File: src/rts_pkg.sv
// Purpose: Shared constants for the reset and time-out sequencer.
// Assumes: Core clock of 100 MHz; the delay time base is derived from it.
// Notes: Register offsets index a small plain-port register file.
package rts_pkg;
  localparam int CLK_MHZ = 100;
  localparam int POWER_UP_DELAY_TIMER_MS = 72;
  localparam int POWER_UP_DELAY_TIMER_CYCLES = POWER_UP_DELAY_TIMER_MS * 1000 * CLK_MHZ;
  localparam int OST_COUNT = 1024;
  localparam int OST_W = 11;
  localparam int FILT_CYCLES = 4;
  localparam int FILT_W = 3;
  localparam logic [1:0] OSC_LP = 2'h0;
  localparam logic [1:0] OSC_XT = 2'h1;
  localparam logic [1:0] OSC_HS = 2'h2;
  localparam logic [1:0] OSC_RC = 2'h3;
  localparam logic [3:0] OFF_POWER_STATUS = 4'h0;
  localparam logic [3:0] OFF_CAUSE = 4'h1;
  localparam logic [3:0] OFF_CONFIG = 4'h2;
  localparam logic [3:0] OFF_RETAIN = 4'h3;
  localparam int PS_BOR_BIT = 0;
  localparam int PS_POR_BIT = 1;
  localparam logic [12:0] VEC_RESET = 13'h0000;
  localparam logic [12:0] VEC_IRQ = 13'h0004;
  typedef enum logic [1:0] {
    RTS_ST_HOLD = 2'b00,
    RTS_ST_POWER_UP_DELAY_TIMER = 2'b01,
    RTS_ST_OST = 2'b10,
    RTS_ST_RUN = 2'b11
  } rts_state_e;
endpackage

File: src/rts_pin_filter.sv
// Purpose: Glitch filter on the external reset pin.
// Assumes: Pin is synchronous to the clock.
// Notes: A level must hold for FILT_CYCLES before it is accepted.
`timescale 1ns/1ns
module rts_pin_filter (
  input wire logic clock,
  input wire logic arst_n,
  input wire logic pin_n,
  output logic filt_n
);
  logic [rts_pkg::FILT_W-1:0] cnt_r;
  logic filt_r;
  wire differs = pin_n != filt_r;
  wire done = cnt_r == rts_pkg::FILT_W'(rts_pkg::FILT_CYCLES - 1);

  // Short pulses restart the count and never reach the output.
  always_ff @(posedge clock or negedge arst_n) begin
    if (!arst_n) begin
      cnt_r <= '0;
      filt_r <= 1'b1;
    end else if (!differs) begin
      cnt_r <= '0;
    end else if (done) begin
      cnt_r <= '0;
      filt_r <= pin_n;
    end else begin
      cnt_r <= cnt_r + 1'b1;
    end
  end
  assign filt_n = filt_r;
endmodule

File: src/rts_retain_mem.sv
// Purpose: Small storage with no reset, kept across every reset type.
// Assumes: Contents are unknown after power-on.
// Notes: Read data come from a register.
`timescale 1ns/1ns
module rts_retain_mem (
  input wire logic clock,
  input wire logic we,
  input wire logic [1:0] addr,
  input wire logic [7:0] wdata,
  output logic [7:0] rdata
);
  logic [7:0] mem_r [4];
  // No reset on purpose: values survive all reset sources.
  always_ff @(posedge clock) begin
    if (we) begin
      mem_r[addr] <= wdata;
    end
    rdata <= mem_r[addr];
  end
endmodule

File: src/rts_sequencer.sv
// Purpose: Merge reset sources, run power-up and oscillator time-outs, keep cause flags.
// Assumes: All inputs synchronous to clock; arst_n is the power-on pulse.
// Notes: The oscillator input is sampled and counted on its rising edges.
// Behaviour
// RQ1: Power-up delay 72 ms holds reset.
// RQ2: Config bit gates delay; delay then oscillator count.
// RQ3: Delay enable bit is active low.
// RQ4: Oscillator count holds 1024 input cycles.
// RQ5: Oscillator count: crystal modes, power-on or wake.
// RQ6: Resistor mode, delay off: no time-out.
// RQ7: Brown-out logic follows its enable bit.
// RQ8: Brown-out holds reset, then 72 ms delay.
// RQ9: Brown-out during delay restarts the delay.
// RQ10: Brown-out enable forces the delay on.
// RQ11: Software should keep delay on with brown-out.
// RQ12: Time-outs ignore pin; late pin rise runs.
// RQ13: Reset pin is noise filtered.
// RQ14: Watchdog never drives the reset pin.
// RQ15: Defined registers load on resets, not wake.
// RQ16: Status flags follow the reset cause.
// RQ17: Power status bit0 is brown-out flag.
// RQ18: Power status bit1 is power-on flag.
// RQ19: Restart vector 000h, wake next, irq 0004h.
// RQ20: Some registers survive every reset.
// RQ21: All sources merge into one reset.
`timescale 1ns/1ns
module rts_sequencer #(
  parameter int POWER_UP_DELAY_TIMER_CYCLES = rts_pkg::POWER_UP_DELAY_TIMER_CYCLES
) (
  input wire logic clock,
  input wire logic arst_n,
  input wire logic external_reset_pin_n,
  input wire logic oscillator_input_pin,
  input wire logic brown_out_low,
  input wire logic watchdog_timeout,
  input wire logic sleeping,
  input wire logic wake_irq,
  input wire logic global_irq_enable,
  input wire logic brown_out_enable,
  input wire logic power_up_delay_enable,
  input wire logic [1:0] osc_select,
  input wire logic [3:0] reg_addr,
  input wire logic [7:0] reg_wdata,
  input wire logic reg_wr,
  input wire logic reg_rd,
  output logic [7:0] reg_rdata,
  output logic external_reset_pin_oe,
  output logic core_reset_n,
  output logic regs_load,
  output logic pc_load,
  output logic pc_next,
  output logic [12:0] pc_vector,
  output logic watchdog_expired_n,
  output logic sleep_entered_n
);
  localparam int PW = $clog2(POWER_UP_DELAY_TIMER_CYCLES + 1);

  rts_pkg::rts_state_e state_r, state_nxt;
  logic [PW-1:0] power_up_delay_timer_cnt_r;
  logic [rts_pkg::OST_W-1:0] ost_cnt_r;
  logic osc_q_r;
  logic ost_req_r;
  logic [7:0] power_status_r;
  logic to_n_r, pd_n_r;
  logic run_q_r;
  logic [7:0] mem_rdata;
  logic rd_mem_r;
  logic [7:0] rdata_r;
  logic [3:0] cause_r;
  logic pin_filt_n;

  // Filtered pin.
  // RQ13: noise filter instance.
  rts_pin_filter u_filt (
    .clock(clock),
    .arst_n(arst_n),
    .pin_n(external_reset_pin_n),
    .filt_n(pin_filt_n)
  );

  // RQ14: pin stays input
  assign external_reset_pin_oe = 1'b0;

  // RQ7: brown-out gated by enable
  wire bor_active = brown_out_enable & brown_out_low;
  // RQ3: active-low delay enable
  // RQ10: brown-out forces delay
  wire power_up_delay_timer_on = ~power_up_delay_enable | brown_out_enable;
  // RQ5: crystal modes only
  wire crystal = osc_select != rts_pkg::OSC_RC;
  wire osc_rise = oscillator_input_pin & ~osc_q_r;
  wire power_up_delay_timer_done = power_up_delay_timer_cnt_r == PW'(POWER_UP_DELAY_TIMER_CYCLES - 1);
  wire ost_done = ost_cnt_r == rts_pkg::OST_W'(rts_pkg::OST_COUNT - 1);
  wire wake_ev = sleeping & (watchdog_timeout | wake_irq);
  wire wdt_reset = watchdog_timeout & ~sleeping;
  wire pin_reset = ~pin_filt_n;
  wire run = state_r == rts_pkg::RTS_ST_RUN;

  // Time-out sequencer; the pin does not stall it.
  // RQ2: delay first, then count
  // RQ6: no time-out path
  // RQ12: independent of pin
  always_comb begin
    state_nxt = state_r;
    case (state_r)
      rts_pkg::RTS_ST_HOLD: begin
        if (power_up_delay_timer_on) begin
          state_nxt = rts_pkg::RTS_ST_POWER_UP_DELAY_TIMER;
        end else if (crystal && ost_req_r) begin
          state_nxt = rts_pkg::RTS_ST_OST;
        end else begin
          state_nxt = rts_pkg::RTS_ST_RUN;
        end
      end
      rts_pkg::RTS_ST_POWER_UP_DELAY_TIMER: begin
        if (power_up_delay_timer_done) begin
          state_nxt = (crystal && ost_req_r) ? rts_pkg::RTS_ST_OST : rts_pkg::RTS_ST_RUN;
        end
      end
      rts_pkg::RTS_ST_OST: begin
        if (ost_done && osc_rise) begin
          state_nxt = rts_pkg::RTS_ST_RUN;
        end
      end
      rts_pkg::RTS_ST_RUN: begin
        if (wake_ev && crystal) begin
          state_nxt = rts_pkg::RTS_ST_OST;
        end
      end
      default: state_nxt = rts_pkg::RTS_ST_HOLD;
    endcase
    // RQ8: brown-out holds reset
    // RQ9: brown-out restarts delay
    if (bor_active) begin
      state_nxt = rts_pkg::RTS_ST_HOLD;
    end
  end

  // State and counters.
  // RQ1: 72 ms delay count
  // RQ4: 1024 oscillator edges
  always_ff @(posedge clock or negedge arst_n) begin
    if (!arst_n) begin
      state_r <= rts_pkg::RTS_ST_HOLD;
      power_up_delay_timer_cnt_r <= '0;
      ost_cnt_r <= '0;
      osc_q_r <= 1'b0;
      ost_req_r <= 1'b1;
    end else begin
      state_r <= state_nxt;
      osc_q_r <= oscillator_input_pin;
      power_up_delay_timer_cnt_r <= (state_r == rts_pkg::RTS_ST_POWER_UP_DELAY_TIMER && !bor_active) ?
                    power_up_delay_timer_cnt_r + 1'b1 : '0;
      if (state_r != rts_pkg::RTS_ST_OST) begin
        ost_cnt_r <= '0;
      end else if (osc_rise) begin
        ost_cnt_r <= ost_cnt_r + 1'b1;
      end
      // Brown-out restarts without the oscillator count.
      if (bor_active) begin
        ost_req_r <= 1'b0;
      end
    end
  end

  // Merged core reset, released only when every source is idle.
  // RQ21: single merged reset
  wire reset_any = !run || pin_reset || wdt_reset || bor_active;
  wire in_wake_ost = state_r == rts_pkg::RTS_ST_OST && run_q_r;
  wire hold = reset_any && !in_wake_ost;

  always_ff @(posedge clock or negedge arst_n) begin
    if (!arst_n) begin
      core_reset_n <= 1'b0;
      run_q_r <= 1'b0;
    end else begin
      core_reset_n <= !hold && !in_wake_ost;
      if (hold) begin
        run_q_r <= 1'b0;
      end else if (run) begin
        run_q_r <= 1'b1;
      end
    end
  end

  // Cause record and status flags.
  // RQ16: flag update per cause
  always_ff @(posedge clock or negedge arst_n) begin
    if (!arst_n) begin
      to_n_r <= 1'b1;
      pd_n_r <= 1'b1;
      cause_r <= 4'h1;
    end else if (bor_active) begin
      to_n_r <= 1'b1;
      pd_n_r <= 1'b1;
      cause_r <= 4'h2;
    end else if (wdt_reset) begin
      to_n_r <= 1'b0;
      pd_n_r <= 1'b1;
      cause_r <= 4'h3;
    end else if (sleeping && watchdog_timeout) begin
      to_n_r <= 1'b0;
      pd_n_r <= 1'b0;
      cause_r <= 4'h4;
    end else if (sleeping && (pin_reset || wake_irq)) begin
      to_n_r <= 1'b1;
      pd_n_r <= 1'b0;
      cause_r <= pin_reset ? 4'h5 : 4'h6;
    end else if (pin_reset) begin
      cause_r <= 4'h7;
    end
  end
  assign watchdog_expired_n = to_n_r;
  assign sleep_entered_n = pd_n_r;

  // Restart control: resets reload registers and vector, wakes continue unless an enabled irq loads the irq vector.
  // A reset in the same cycle as a wake outranks it, so the vector stays at zero.
  wire irq_jump = wake_ev && wake_irq && global_irq_enable && !hold;
  // RQ15: load on resets only
  // RQ19: vector selection
  always_ff @(posedge clock or negedge arst_n) begin
    if (!arst_n) begin
      regs_load <= 1'b1;
      pc_load <= 1'b1;
      pc_next <= 1'b0;
      pc_vector <= rts_pkg::VEC_RESET;
    end else begin
      regs_load <= hold;
      pc_load <= hold || irq_jump;
      pc_next <= wake_ev && !hold && !irq_jump;
      pc_vector <= irq_jump ? rts_pkg::VEC_IRQ : rts_pkg::VEC_RESET;
    end
  end

  // Power status: hardware clear wins over software set.
  // RQ17: brown-out flag
  // RQ18: power-on flag
  wire ps_wr = reg_wr && reg_addr == rts_pkg::OFF_POWER_STATUS;
  always_ff @(posedge clock or negedge arst_n) begin
    if (!arst_n) begin
      power_status_r <= 8'h00;
    end else begin
      if (ps_wr) begin
        power_status_r <= {6'h00, reg_wdata[1:0]};
      end
      if (bor_active) begin
        power_status_r[rts_pkg::PS_BOR_BIT] <= 1'b0;
      end
    end
  end

  // RQ20: retained storage
  rts_retain_mem u_mem (
    .clock(clock),
    .we(reg_wr && reg_addr[3:2] == 2'h1),
    .addr(reg_addr[1:0]),
    .wdata(reg_wdata),
    .rdata(mem_rdata)
  );

  // Read port: data the cycle after the strobe; unmapped reads zero.
  wire [7:0] cfg_view = {3'h0, brown_out_enable, power_up_delay_enable, crystal, osc_select};
  always_ff @(posedge clock or negedge arst_n) begin
    if (!arst_n) begin
      rdata_r <= 8'h00;
      rd_mem_r <= 1'b0;
    end else begin
      rd_mem_r <= reg_rd && reg_addr[3:2] == 2'h1;
      case (reg_addr)
        rts_pkg::OFF_POWER_STATUS: rdata_r <= power_status_r;
        rts_pkg::OFF_CAUSE: rdata_r <= {4'h0, cause_r};
        rts_pkg::OFF_CONFIG: rdata_r <= cfg_view;
        rts_pkg::OFF_RETAIN: rdata_r <= {6'h00, state_r};
        default: rdata_r <= 8'h00;
      endcase
    end
  end
  assign reg_rdata = rd_mem_r ? mem_rdata : rdata_r;
endmodule

File: config.mk
export PLATFORM = sky130hd
export DESIGN_NAME = rts_sequencer
export DESIGN_NICKNAME = d
export VERILOG_FILES = /design/src/rts_pkg.sv /design/src/rts_pin_filter.sv /design/src/rts_retain_mem.sv /design/src/rts_sequencer.sv
export SDC_FILE = /design/constraint.sdc
export NUM_CORES = 1
export LEC_CHECK = 0
export BUFFER_PORTS_ARGS = -buffer_cell sky130_fd_sc_hd__clkbuf_2
export CAP_MARGIN = 20
export CORE_MARGIN = 2
export CORE_UTILIZATION = 58
export CTS_CLUSTER_SIZE = 20
export DETAILED_ROUTE_END_ITERATION = 6
export PLACE_DENSITY = 0.8
export SKIP_LAST_GASP = 1
export SYNTH_ARGS = -nofsm -noshare
export SYNTH_HDL_FRONTEND = slang
export SYNTH_SLANG_ARGS = --single-unit
File: constraint.sdc
create_clock -name clock -period 2 [get_ports clock]
set_input_delay 0.2 -clock clock [delete_from_list [all_inputs] [get_ports clock]]
set_output_delay 0.2 -clock clock [all_outputs]
set_load 0.02 [all_outputs]
==> metrics.sh, run 1 <==
STATUS='completed'
DIE_HEIGHT_UM=91.5
COUNT_OF_BOUNDARY_I_O_PINS=55
DRT_DRC_VIOLATIONS_LEFT=0
SYNTH_ENABLE_FLOP_CELLS=32
CLOCKBUFFERDEPTH=2
CP_REQUIRED_NS=2.28
TRITONCTS='built'
DP.CELLS=489
SEQ_AREA_UM2=2660
TOTALWIRELENGTH_MM=8.27
INITIAL_CORE_UTIL_PCT=60.6
P_LEAK_uW=0.00210
CLOCK_INSERTION_DELAY_WORST_SKEW_NS=0.36
CTS.ROOT.BUFFER_CELL='sky130_fd_sc_hd__clkbuf_8'
DRT_FIRST_PASS_ITERS=4
SETUP_CP_TYPE='reg2reg'
LAYOUT_WORST_PATH_CYCLE_SHARE_PCT=92.6
SEQUENTIAL_TO_TOTAL_AREA_SHARE_FROM_YOSYS_STAT_PCT=59.8
FIN_NETS=433
FINAL_NUMBER_OF_HOLD_VIOLATING_ENDPOINTS=0
POSTROUTEANTENNANETS=0
YOSYS_MOST_USED_DFF='sky130_fd_sc_hd__dfrtp_1'
LAYOUT-DRIVE-GT1-SHARE_PCT=23.5
DIE_WIDTH_UM=91.5
AVERAGE_INSTANCE_AREA_AFTER_SYNTHESIS_UM2=12.5
NUMBER_OF_GLOBAL_ROUTE_VIAS_BEFORE_REPAIR=2837
ANTENNA_CELLS=0
HPWLAFTERDP_MM=5.75
PLACE.GP.CONGESTION=0.863
FLOORPLAN.CORE_AREA_UM2=7330
PORT_BUFFERS=41
FIN_TNS_SETUP_NS=0
AREA_OF_COMBINATIONAL_CELLS_WITH_MULTIPLE_INPUTS_UM2=1650
TIMING.CRITICAL_PATH.ARRIVAL_NS=2.13
WORSTHOLDPATHTYPE='in2reg'
ENDPOINT_KIND='register'
POST-ROUTE-MIN-PERIOD_NS=1.85
POWER_DENSITY_nW_PER_UM2=885
CLK_PIN_SLEW_WORST_PATHS_NS=0.09
POST_LAYOUT_NONFILLER_INSTANCES=507
POSTSYNTHREGISTERBITS=101
DIEAREA_UM2=8370
VDD.IR_DROP.WORST_mV=0.568
NUM-FILL-CELLS=515
POST_SYNTH_INSTANCE_AREA_UM2=4440
R2R_SLACK_NS=0.15
WIRE_PER_INST_UM=16.3
INITIALDRTVIOLATIONCOUNT=160
CTS.SINK_COUNT=101
DETAIL_ROUTE.VIAS_PER_CELL=5.69
GLOBALROUTETOTALUTIL_PCT=21.4
AREA_GROWTH_SYN_TO_LAYOUT_PCT=11.9
GRT_MAX_DEGREE=62
GRT_REMAINING_OVERFLOW=0
SETUP_REPAIR_AFTER_GLOBAL_ROUTING_MISSED_ITS_MARGIN='false'
CRITICAL_PATH.MAX_FANOUT=4
YOSYSWARNINGS=0
CLOCK_TREE.HTREE_LEVEL_COUNT=3
SYNTH_CELL_TYPES=55
GLOBAL_ROUTE_WIRE_LENGTH_BEFORE_REPAIR_MM=13.9
CLOCK.FMAX_MHz=540
WORST_SETUP_SP_TYPE='register'
FLOORPLAN.ROWS=31
WORST_CLOCK_SKEW_NS=0.00890
NUMBER_OF_MAX_SLEW_VIOLATIONS_IN_THE_FINAL_REPORT=0
CTS_BUFFERS=9
INITIAL_ANTENNA_VIOLATION_COUNT=0
MAX_CAP_VIOL_COUNT=0
POSTSYNTH.ASYNCRESETSHARE_PCT=60.4
SYN-INSTANCE-COUNT=356
SETUP_VIOLATIONS=0
ROUTED-VIA-COUNT=2884
## power breakdown
group / internal [µW] / switching (µW) / leakage [µW] / total [µW]
Sequential: 2270 / 105 / 0.00116 / 2380
Combinational: 240 / 339 / 0.000817 / 579
Clock: 724 / 716 / 0.000117 / 1440
Total: 3240 / 1160 / 0.00210 / 4400
## cell usage after synthesis (all sizes together) (4+ instances only)
master,instances,area share [%]
inv,6,0.51
nand4,11,1.5
dfrtp,54,30
and3,8,1.2
nand2,20,1.9
buf,18,2.9
nor2,33,2.8
o31ai,6,1.0
nand3,16,2.1
and4,5,0.99
edfxtp,32,22
o21ai,8,0.90
and2,12,1.7
dfstp,7,4.1
nor3b,4,0.68
mux2,8,2.0
or4,5,0.85
dfxtp,8,3.6
clkbuf,8,0.68
mux4,10,5.1
xor2,17,3.4
nand2b,4,0.56
mux2i,4,0.90
xnor2,7,1.4
nor2b,4,0.56
a21oi,10,1.1
## layer usage
metal,wire [µm],part of all wire [%],global-route usage [%]
met5,0,0,0
met4,113,1.4,7.83
met3,364,4.4,3.57
met2,4180,50,35.0
met1,3620,44,29.0
## registers in the layout (all words and copies together) (netlist names), 2 cells and up
signal                      count
u_mem.mem_r                    32
power_up_delay_timer_cnt_r     23
ost_cnt_r                      11
u_mem.rdata                     8
rdata_r                         5
cause_r                         3
u_filt.cnt_r                    3
power_status_r                  2
state_r                         2
## final cells by class
class	count	share of cell area, %
Sequential cell	101	53.4
Clock inverter	7	2.16
Clock buffer	9	2.49
Multi-Input combinational cell	235	33.1
Timing Repair Buffer	50	5.84
Inverter	6	0.453
Tap cell	99	2.49
## layout by cell type, fill, tap and decap left out, types with 4 or more instances in the layout
| cell type | synthesis | final |
|---|---|---|
| sky130_fd_sc_hd__a21oi_1 | 10 | 10 |
| sky130_fd_sc_hd__and2_1 | 12 | 12 |
| sky130_fd_sc_hd__and3_1 | 7 | 7 |
| sky130_fd_sc_hd__and4_1 | 5 | 5 |
| sky130_fd_sc_hd__buf_4 | 14 | 6 |
| sky130_fd_sc_hd__clkbuf_2 | 0 | 41 |
| sky130_fd_sc_hd__clkbuf_8 | 0 | 9 |
| sky130_fd_sc_hd__conb_1 | 1 | 13 |
| sky130_fd_sc_hd__dfrtp_1 | 54 | 54 |
| sky130_fd_sc_hd__dfstp_2 | 7 | 7 |
| sky130_fd_sc_hd__dfxtp_1 | 8 | 8 |
| sky130_fd_sc_hd__edfxtp_1 | 32 | 32 |
| sky130_fd_sc_hd__inv_1 | 6 | 6 |
| sky130_fd_sc_hd__mux2_2 | 8 | 8 |
| sky130_fd_sc_hd__mux2i_1 | 4 | 4 |
| sky130_fd_sc_hd__mux4_2 | 10 | 10 |
| sky130_fd_sc_hd__nand2_1 | 19 | 19 |
| sky130_fd_sc_hd__nand2b_1 | 4 | 4 |
| sky130_fd_sc_hd__nand3_1 | 15 | 15 |
| sky130_fd_sc_hd__nand4_1 | 11 | 11 |
| sky130_fd_sc_hd__nor2_1 | 33 | 33 |
| sky130_fd_sc_hd__nor2b_1 | 4 | 4 |
| sky130_fd_sc_hd__nor3b_1 | 4 | 4 |
| sky130_fd_sc_hd__o21ai_0 | 7 | 7 |
| sky130_fd_sc_hd__o31ai_1 | 6 | 6 |
| sky130_fd_sc_hd__or4_1 | 5 | 5 |
| sky130_fd_sc_hd__xnor2_1 | 7 | 7 |
| sky130_fd_sc_hd__xor2_1 | 17 | 17 |
## path summary, 6_finish.rpt
check | to | depth (start not counted) | start
worst max-delay path | state_r[1]$_DFFE_PN0P_ | 5 | power_up_delay_timer_cnt_r[0]$_DFF_PN0_
worst min-delay path | pc_next$_DFF_PN0_ | 2 | global_irq_enable
worst max register to register | state_r[1]$_DFFE_PN0P_ | 5 | power_up_delay_timer_cnt_r[0]$_DFF_PN0_
worst min register to register | u_filt.cnt_r[0]$_DFF_PN0_ | 1 | u_filt.cnt_r[0]$_DFF_PN0_
max in group asynchronous | regs_load$_DFF_PN1_ | 3 | arst_n
min in group asynchronous | rdata_r[2]$_DFF_PN0_ | 3 | arst_n
## cells by family after synthesis
group,count (synthesis),synth area share (%)
AOI/OAI and AO/OA,35,5.13
DFF,101,59.8
and+or+nand+nor,138,17.3
buffers and inverters,32,4.11
xor gates and xnor gates,24,4.73
adders and majority gates,3,0.845
other,1,0.0844
muxes,22,8.00
## worst max-delay path: stages, from the launching register on
cell	delay, ns
sky130_fd_sc_hd__dfrtp_1	0.40
sky130_fd_sc_hd__ha_1	0.21
sky130_fd_sc_hd__and3_1	0.36
sky130_fd_sc_hd__nand2_4	0.09
sky130_fd_sc_hd__or4_1	0.52
sky130_fd_sc_hd__a32oi_1	0.20
## through the flow
step / power (µW) / hold WS, ns / util (%) / cell area, µm² / setup WS [ns]
global route: 4600 / 0.0327 / 67.8 / 4970 / 0.0164
finish: 4400 / 0.0409 / 67.8 / 4970 / 0.148
global placement: 2960 / 0.230 / 64.4 / 4720 / 0.255
floorplan: 2800 / -0.0956 / - / 4490 / 0.108
CTS: 4440 / 0.0179 / 67.8 / 4970 / 0.151
detailed placement: 3000 / 0.233 / 64.4 / 4720 / 0.155
## timing repair
item                                   in CTS  in global routing
endpoints found under the hold margin      55                  0
hold buffers                                2                  0
setup buffers                               0                  0
resized for setup                           0                  0
Note: power is estimated with default switching activity, not from simulation.
==> run 2: changes to the inputs <==
- CORE_UTILIZATION: 58 -> 57
- PLACE_DENSITY: 0.8 -> 0.79
- SYNTH_HIERARCHICAL: not set -> 1
==> run 2 against run 1 <==
  * The flow now finishes with violations (negative hold slack)
  * Synthesized area shrank 0.99%
  * Routed wire length decreased by 3.8%
  * Sequential power is essentially flat
  * Final area down 0.65%
  * Core utilization fell by 2.9 points
  * Clock power fell by 3%
  * Combinational power increased by 11%
  * Non-clock buffer count grew 2
  * Flip-flop and latch count stayed put
  * Die area grew 0.71%
  * Critical endpoint is now power_up_delay_timer_cnt_r[18]$_DFF_PN0_
  * Largest cell class unchanged
==> metrics.sh, run 2 <==
STATUS='finished, violations left'
VIOLATIONS='negative hold slack'
PLACE.GP.CONGESTION=0.778  # -9.9%
GRT_REMAINING_OVERFLOW=0  # unchanged
WORST_SETUP_SP_TYPE='register'
WORSTHOLDPATHTYPE='in2async'
INTERNAL_POWER_uW=3250  # +0.25%
CTS.ROOT.BUFFER_CELL='sky130_fd_sc_hd__clkbuf_8'
CLOCK_INSERTION_DELAY_WORST_SKEW_NS=0.36  # about the same
MAX_CAP_VIOL_COUNT=0  # unchanged
CRIT_PATH_MAX_INCR_DELAY_NS=0.50  # -0.02 ns
CLOCK.FMAX_MHz=527  # -2.4%
DRT_DRC_VIOLATIONS_LEFT=0  # unchanged
FIN_TNS_SETUP_NS=0  # unchanged
SYNTH_ENABLE_FLOP_CELLS=32  # unchanged
CLOCKPOWERSHARE_PCT=31.4  # -1.4 points
LEADING_POST_SYNTHESIS_CELLS_BY_INSTANCE_COUNT='54 x sky130_fd_sc_hd__dfrtp_1, 32 x sky130_fd_sc_hd__edfxtp_1, 30 x sky130_fd_sc_hd__nor2_1'
GLOBAL_ROUTE_WIRE_LENGTH_BEFORE_REPAIR_MM=13.1  # -5.8%
REGISTERS.TOP_BY_FF_COUNT='u_mem/mem_r'
INITIALDRTVIOLATIONCOUNT=147  # -8.1%
R2R_CELLS=5  # unchanged
P_TOTAL_uW=4430  # +0.64%
FIN_NETS=431  # -0.46%
LARGEST_REGISTERS='u_mem/mem_r (32), power_up_delay_timer_cnt_r (23), ost_cnt_r (11)'
LAYOUT-DRIVE-GT1-SHARE_PCT=24.4  # +0.85 points
ANTENNA_CELLS=0  # unchanged
CTS_BUFFERS=9  # unchanged
GLOBALROUTETOTALUTIL_PCT=19.9  # -1.5 points
POST-ROUTE-MIN-PERIOD_NS=1.90  # +0.0464 ns
POWER_DENSITY_nW_PER_UM2=896  # +1.3%
SYN-INSTANCE-COUNT=348  # -2.2%
CRITPATHSLOWESTCELL='sky130_fd_sc_hd__or4_4'
WIRE_PER_INST_UM=15.7  # -4.0%
CLOCK_TREE.HTREE_LEVEL_COUNT=3  # unchanged
TOTALWIRELENGTH_MM=7.96  # -3.8%
POWER.SEQUENTIAL.FRACTION_PCT=54.1  # about the same
HPWLAFTERDP_MM=5.49  # -4.5%
DIEAREA_UM2=8430  # +0.71%
WORST-SLEW-PIN-TRANSITION_NS=0.747
LAYOUT_COMMON_CELLS='54 x sky130_fd_sc_hd__dfrtp_1, 41 x sky130_fd_sc_hd__clkbuf_2, 32 x sky130_fd_sc_hd__edfxtp_1'
ROUTED-VIA-COUNT=2843  # -1.4%
CELL_WITH_THE_MOST_INSTANCES_AFTER_SYNTHESIS='sky130_fd_sc_hd__dfrtp_1'
CRITICAL_PATH.MAX_FANOUT=8  # +4
MOSTFREQUENTLAYOUTCELL='sky130_fd_sc_hd__dfrtp_1'
INITIAL_CORE_UTIL_PCT=57.8  # -2.8 points
P_LEAK_uW=0.00203  # -3.1%
SETUP_VIOLATIONS=0  # unchanged
DRT_FIRST_PASS_ITERS=4  # unchanged
CLK_PIN_SLEW_WORST_PATHS_NS=0.10  # about the same
SYNTH_CELL_TYPES=58  # +5.5%
WORST_CLOCK_SKEW_NS=0.0110  # +0.00205 ns
SEQUENTIAL_TO_TOTAL_AREA_SHARE_FROM_YOSYS_STAT_PCT=60.4  # +0.60 points
TIMING.CRITICAL_PATH.ARRIVAL_NS=2.19  # +0.06 ns
POSTSYNTHREGISTERBITS=101  # unchanged
POSTROUTEANTENNANETS=0  # unchanged
FLOORPLAN.CORE_AREA_UM2=7610  # +3.8%
AVERAGE_INSTANCE_AREA_AFTER_SYNTHESIS_UM2=12.6  # +1.3%
NUM-FILL-CELLS=577  # +12%
SETUP_REPAIR_AFTER_GLOBAL_ROUTING_MISSED_ITS_MARGIN='false'
LAYOUT_WORST_PATH_CYCLE_SHARE_PCT=94.9  # +2.3 points
LARGEST_REGISTER_FFS=32  # unchanged
PORT_BUFFERS=41  # unchanged
ENDPOINT_KIND='register'
AREA_GROWTH_SYN_TO_LAYOUT_PCT=12.3
CLOCKBUFFERDEPTH=2  # unchanged
COUNT_OF_BOUNDARY_I_O_PINS=55  # unchanged
CP_CELL_SEQUENCE='ha_2 -> nand3_1 -> or4_4 -> or4_1 -> a21oi_1'
POST_SYNTH_INSTANCE_AREA_UM2=4400  # -0.99%
FINAL_CORE_UTIL_PCT=64.9  # -2.9 points
INITIAL_ANTENNA_VIOLATION_COUNT=0  # unchanged
DP.CELLS=489  # unchanged
NUMBER_OF_MAX_SLEW_VIOLATIONS_IN_THE_FINAL_REPORT=0  # unchanged
TRITONCTS='built'
VDD.IR_DROP.WORST_mV=0.380  # -33%
DIE_WIDTH_UM=91.8  # +0.36%
POSTSYNTH.ASYNCRESETSHARE_PCT=60.4  # unchanged
CTS.SINK_COUNT=101  # unchanged
P_SWITCHING_uW=1180  # +1.8%
R2R_SLACK_NS=0.10  # -0.05 ns
SYNTH_TOP_AREA_SHARE_PCT=30.7  # +0.30 points
DETAIL_ROUTE.VIAS_PER_CELL=5.60  # -1.6%
GRT_MAX_DEGREE=62  # unchanged
DIE_HEIGHT_UM=91.8  # +0.36%
YOSYS_MOST_USED_DFF='sky130_fd_sc_hd__dfrtp_1'
SWSHARE_PCT=26.7  # +0.29 points
POST_LAYOUT_NONFILLER_INSTANCES=508  # +0.20%
SETUP_CP_TYPE='reg2reg'
YS_TOP_CELLS_BY_AREA='sky130_fd_sc_hd__dfrtp_1 31%, sky130_fd_sc_hd__edfxtp_1 22%, sky130_fd_sc_hd__dfstp_2 4.2%'
FLOORPLAN.ROWS=32  # +3.2%
NUMBER_OF_GLOBAL_ROUTE_VIAS_BEFORE_REPAIR=2760  # -2.7%
TIMING.SLEW.HEADROOM_PCT=50.2
SYNTH_LARGEST_AREA_CELL='sky130_fd_sc_hd__dfrtp_1'
HOLDWS_NS=-0.0223  # -0.0631 ns
CP_REQUIRED_NS=2.29  # about the same
YOSYSWARNINGS=6  # +6
FINAL_NUMBER_OF_HOLD_VIOLATING_ENDPOINTS=28  # +28
COMB_POWER_SHARE_PCT=14.5  # +1.3 points
## run 2: cell count changes in the layout (fill, tap and decap cells not counted), moves of 5 or more
cell | previous run | this run
sky130_fd_sc_hd__o21ai_0 | 7 | 14
sky130_fd_sc_hd__xor2_1 | 17 | 9
sky130_fd_sc_hd__a21oi_1 | 10 | 16
sky130_fd_sc_hd__nand2_1 | 19 | 14
sky130_fd_sc_hd__and2_1 | 12 | 5
## run 2: worst max-delay path: cells and delay by family, from the launching register on
kind            cells  cell delay [ns]
compound gates      1             0.15
flops               1             0.40
simple gates        3             1.07
fa+ha+maj           1             0.21
## run 2: final cells by class
type | count | area (µm²) | area share (%)
clock inverters | 6 | 86.3 | 1.75
repair buffers | 52 | 290 | 5.88
multi-input cells | 230 | 1620 | 32.9
well taps | 102 | 128 | 2.58
clock buffers | 10 | 128 | 2.58
inverters | 7 | 26.3 | 0.532
flip-flops and latches | 101 | 2660 | 53.8
## run 2: power groups by stage
stage / Combinational, µW / Sequential [µW] / Clock [µW]
5_1_grt: 712 / 2420 / 1490
6_report: 642 / 2400 / 1390
3_3_place_gp: 591 / 2430 / 0
2_1_floorplan: 437 / 2410 / 0
4_1_cts: 621 / 2400 / 1410
3_5_place_dp: 618 / 2440 / 0
## run 2: per-layer routing
layer | global-route usage (%) | up-vias | wire (µm)
met1 | 27.2 | 1413 | 3600
met2 | 31.5 | 70 | 3870
met4 | 7.46 | 0 | 110
li1 | - | 1352 | -
met3 | 4.60 | 8 | 383
met5 | 0 | - | 0
## run 2: worst paths after layout
kind	from	to
min in group clock	global_irq_enable	pc_next$_DFF_PN0_
hold / removal	arst_n	ost_cnt_r[3]$_DFFE_PN0P_
setup / recovery	power_up_delay_timer_cnt_r[0]$_DFF_PN0_	power_up_delay_timer_cnt_r[18]$_DFF_PN0_
max in group asynchronous	arst_n	ost_cnt_r[10]$_DFFE_PN0P_
hold reg to reg	u_filt/cnt_r[0]$_DFF_PN0_	u_filt/cnt_r[0]$_DFF_PN0_
setup reg to reg	power_up_delay_timer_cnt_r[0]$_DFF_PN0_	power_up_delay_timer_cnt_r[18]$_DFF_PN0_
## run 2: kinds of logic (layout without fill, tap and decap cells)
kind of cell    after synthesis  in the layout  share of synthesized area (%)
buf+inv                      29             75                           3.81
simple gates                128            128                           16.8
xor+xnor                     20             20                           3.98
fa+ha+maj                     3              3                          0.854
other cells                   1             13                         0.0853
compound gates               46             46                           6.32
mux                          20             20                           7.77
flops                       101            101                           60.4
## run 2: repair_timing
item	4_1_cts	5_1_grt
hold buffers	1	0
endpoints found under the hold margin	1	0
setup buffers	0	2
setup endpoints to repair	0	4
gates resized for setup	0	2
## run 2: metrics by stage
stage	hold slack, ns	setup slack [ns]	area, µm²
6_report	-0.0223	0.102	4940
5_1_grt	0.0441	0.00127	4940
4_1_cts	0.0154	0.00177	4920
3_5_place_dp	0.351	0.0294	4690
3_3_place_gp	0.347	0.107	4690
2_1_floorplan	-0.0956	0.181	4440
==> run 3: changes to the inputs <==
- REMOVE_ABC_BUFFERS: not set -> 1
==> run 3 against run 2 <==
  * The flow now finishes without violations
  * Non-clock buffer count unchanged
  * Power decreased by 3.8%
  * Sequential power about the same
  * Global-route usage increased by 0.27 points
  * Hold slack improved by 0.067 ns
  * Combinational power decreased by 3%
  * Sequential share of layout area about the same
  * Flip-flop and latch count unchanged
  * Core utilization about the same
==> metrics.sh, run 3 (synthesis results as in run 2) <==
LARGEST_REGISTER_FFS=32  # unchanged
POST_LAYOUT_NONFILLER_INSTANCES=508  # unchanged
DIEAREA_UM2=8430  # unchanged
INITIAL_CORE_UTIL_PCT=57.8  # unchanged
CTS.ROOT.BUFFER_CELL='sky130_fd_sc_hd__clkbuf_8'
PORT_BUFFERS=41  # unchanged
LAYOUT_WORST_PATH_CYCLE_SHARE_PCT=94.9  # about the same
CLOCK_TREE.HTREE_LEVEL_COUNT=3  # unchanged
INITIAL_ANTENNA_VIOLATION_COUNT=0  # unchanged
SETUP_CP_TYPE='reg2reg'
DRT_DRC_VIOLATIONS_LEFT=0  # unchanged
ENDPOINT_KIND='register'
P_LEAK_uW=0.00202  # -0.79%
FINALWORSTSETUPSLACK_NS=0.101  # -0.000449 ns
INITIALDRTVIOLATIONCOUNT=131  # -11%
POST_DP_CELL_AREA_UM2=4710  # +0.27%
TIMING.CRITICAL_PATH.ARRIVAL_NS=2.18  # about the same
FIN_NETS=431  # unchanged
WORST_SETUP_SP_TYPE='register'
DETAIL_ROUTE.VIAS_PER_CELL=5.65  # +0.91%
COUNT_OF_BOUNDARY_I_O_PINS=55  # unchanged
WIRE_PER_INST_UM=15.4  # -2.0%
FLOORPLAN.CORE_AREA_UM2=7610  # unchanged
CP_CELL_SEQUENCE='ha_1 -> nand3_2 -> or4_4 -> or4_1 -> a21oi_1'
DIE_WIDTH_UM=91.8  # unchanged
CTS_BUFFERS=9  # unchanged
DP.CELLS=489  # unchanged
TOTALWIRELENGTH_MM=7.80  # -2.0%
DP_SLACK_NS=0.0257  # -0.00365 ns
AREA_GROWTH_SYN_TO_LAYOUT_PCT=12.2  # about the same
HOLD_PATH.STARTPOINT='global_irq_enable'
FLOORPLAN.ROWS=32  # unchanged
PLACE.GP.CONGESTION=0.778  # about the same
TRITONCTS='built'
CRITPATHSLOWESTCELL='sky130_fd_sc_hd__or4_4'
LAYOUT_COMMON_CELLS='54 x sky130_fd_sc_hd__dfrtp_1, 41 x sky130_fd_sc_hd__clkbuf_2, 32 x sky130_fd_sc_hd__edfxtp_1'
CLOCKBUFFERDEPTH=2  # unchanged
WORST-SLEW-PIN-TRANSITION_NS=0.577  # -0.170 ns
CP_REQUIRED_NS=2.28  # about the same
REGISTERS.TOP_BY_FF_COUNT='u_mem/mem_r'
HPWLAFTERDP_MM=5.49  # about the same
CRIT_PATH_MAX_INCR_DELAY_NS=0.48  # -0.02 ns
POSTROUTEANTENNANETS=0  # unchanged
DRT_FIRST_PASS_ITERS=4  # unchanged
POST-ROUTE-MIN-PERIOD_NS=1.90  # +0.000449 ns
GRT_REMAINING_OVERFLOW=0  # unchanged
CELL_AREA_AFTER_LAYOUT_UM2=4930  # about the same
WORSTHOLDPATHTYPE='in2reg'
GRT_MAX_DEGREE=41  # -34%
NUMBER_OF_GLOBAL_ROUTE_VIAS_BEFORE_REPAIR=2795  # +1.3%
WORST_CLOCK_SKEW_NS=0.00956  # -0.00139 ns
CRIT_PATH_START='power_up_delay_timer_cnt_r[0]$_DFF_PN0_'
FINAL_NUMBER_OF_HOLD_VIOLATING_ENDPOINTS=0  # -100%
LARGEST_REGISTERS='u_mem/mem_r (32), power_up_delay_timer_cnt_r (23), ost_cnt_r (11)'
MOSTFREQUENTLAYOUTCELL='sky130_fd_sc_hd__dfrtp_1'
CRITICAL_PATH.MAX_FANOUT=8  # unchanged
CLOCK.FMAX_MHz=527  # about the same
DIE_HEIGHT_UM=91.8  # unchanged
VDD.IR_DROP.WORST_mV=0.435  # +15%
CLOCK_INSERTION_DELAY_WORST_SKEW_NS=0.36  # about the same
ROUTED-VIA-COUNT=2869  # +0.91%
ANTENNA_CELLS=0  # unchanged
MAX_CAP_VIOL_COUNT=0  # unchanged
GLOBALROUTETOTALUTIL_PCT=20.2  # +0.27 points
NUM-FILL-CELLS=565  # -2.1%
P_TOTAL_uW=4260  # -3.8%
LAYOUT-DRIVE-GT1-SHARE_PCT=24.1  # -0.25 points
SETUP_VIOLATIONS=0  # unchanged
REGTOREGSTARTPOINT='power_up_delay_timer_cnt_r[0]$_DFF_PN0_'
POWER_DENSITY_nW_PER_UM2=863  # -3.7%
CLK_PIN_SLEW_WORST_PATHS_NS=0.09  # about the same
STATUS='completed'
GLOBAL_ROUTE_WIRE_LENGTH_BEFORE_REPAIR_MM=13.2  # +0.58%
NUMBER_OF_MAX_SLEW_VIOLATIONS_IN_THE_FINAL_REPORT=0  # unchanged
TIMING.SLEW.HEADROOM_PCT=61.5  # +11 points
CTS.SINK_COUNT=101  # unchanged
==> run 3: what timing repair did <==
item / 4_1_cts / 5_1_grt
endpoints found under the setup margin: 0 / 6
hold endpoints to repair: 22 / 0
resized for setup: 0 / 3
hold buffers: 2 / 0
buffers inserted: 0 / 1
==> run 3: path summary, 6_finish.rpt <==
path	end	slack [ns]	cells past startpoint
setup / recovery	power_up_delay_timer_cnt_r[18]$_DFF_PN0_	0.10	5
hold reg to reg	u_filt/cnt_r[0]$_DFF_PN0_	0.45	1
hold / removal	pc_next$_DFF_PN0_	0.05	2
max in group asynchronous	ost_req_r$_DFFE_PN1P_	0.96	3
setup reg to reg	power_up_delay_timer_cnt_r[18]$_DFF_PN0_	0.10	5
min in group asynchronous	ost_cnt_r[3]$_DFFE_PN0P_	0.37	2
==> run 3: area by class of cell <==
type,count,area (µm²),area share (%)
Clock buffer,11,131,2.66
Clock inverter,5,61.3,1.24
Inverter,7,26.3,0.532
Multi-Input combinational cell,230,1630,33.0
Sequential cell,101,2660,53.8
Tap cell,102,128,2.59
Timing Repair Buffer,52,305,6.19
==> run 3: critical path, delay by kind of cell, from the launching register on <==
kind                     cells  cell delay, ns
AND/OR/NAND/NOR              3            1.01
flip-flops                   1            0.41
adder cells (fa/ha/maj)      1            0.24
AO/OA/AOI/OAI                1            0.17
==> run 3: stage by stage <==
stage	setup TNS, ns	hold WS [ns]	util (%)
after floorplan	0	-0.0956	-
after global placement	0	0.217	61.9
after detailed placement	0	0.232	61.9
after CTS	0	0.0318	64.7
after global routing	-0.00796	0.0477	64.9
final	0	0.0451	64.9
==> run 3: layer usage <==
metal	up-vias	global-route usage (%)	part of all wire [%]
met5	-	0	0
met4	0	9.08	1.3
met3	8	4.11	5.5
met2	70	32.2	49
met1	1432	27.1	44
li1	1359	-	-
==> run 3: report_power, final <==
| group | switching (µW) | internal [µW] |
|---|---|---|
| combinational | 367 | 255 |
| clock | 657 | 581 |
| sequential | 117 | 2280 |
| total | 1140 | 3120 |
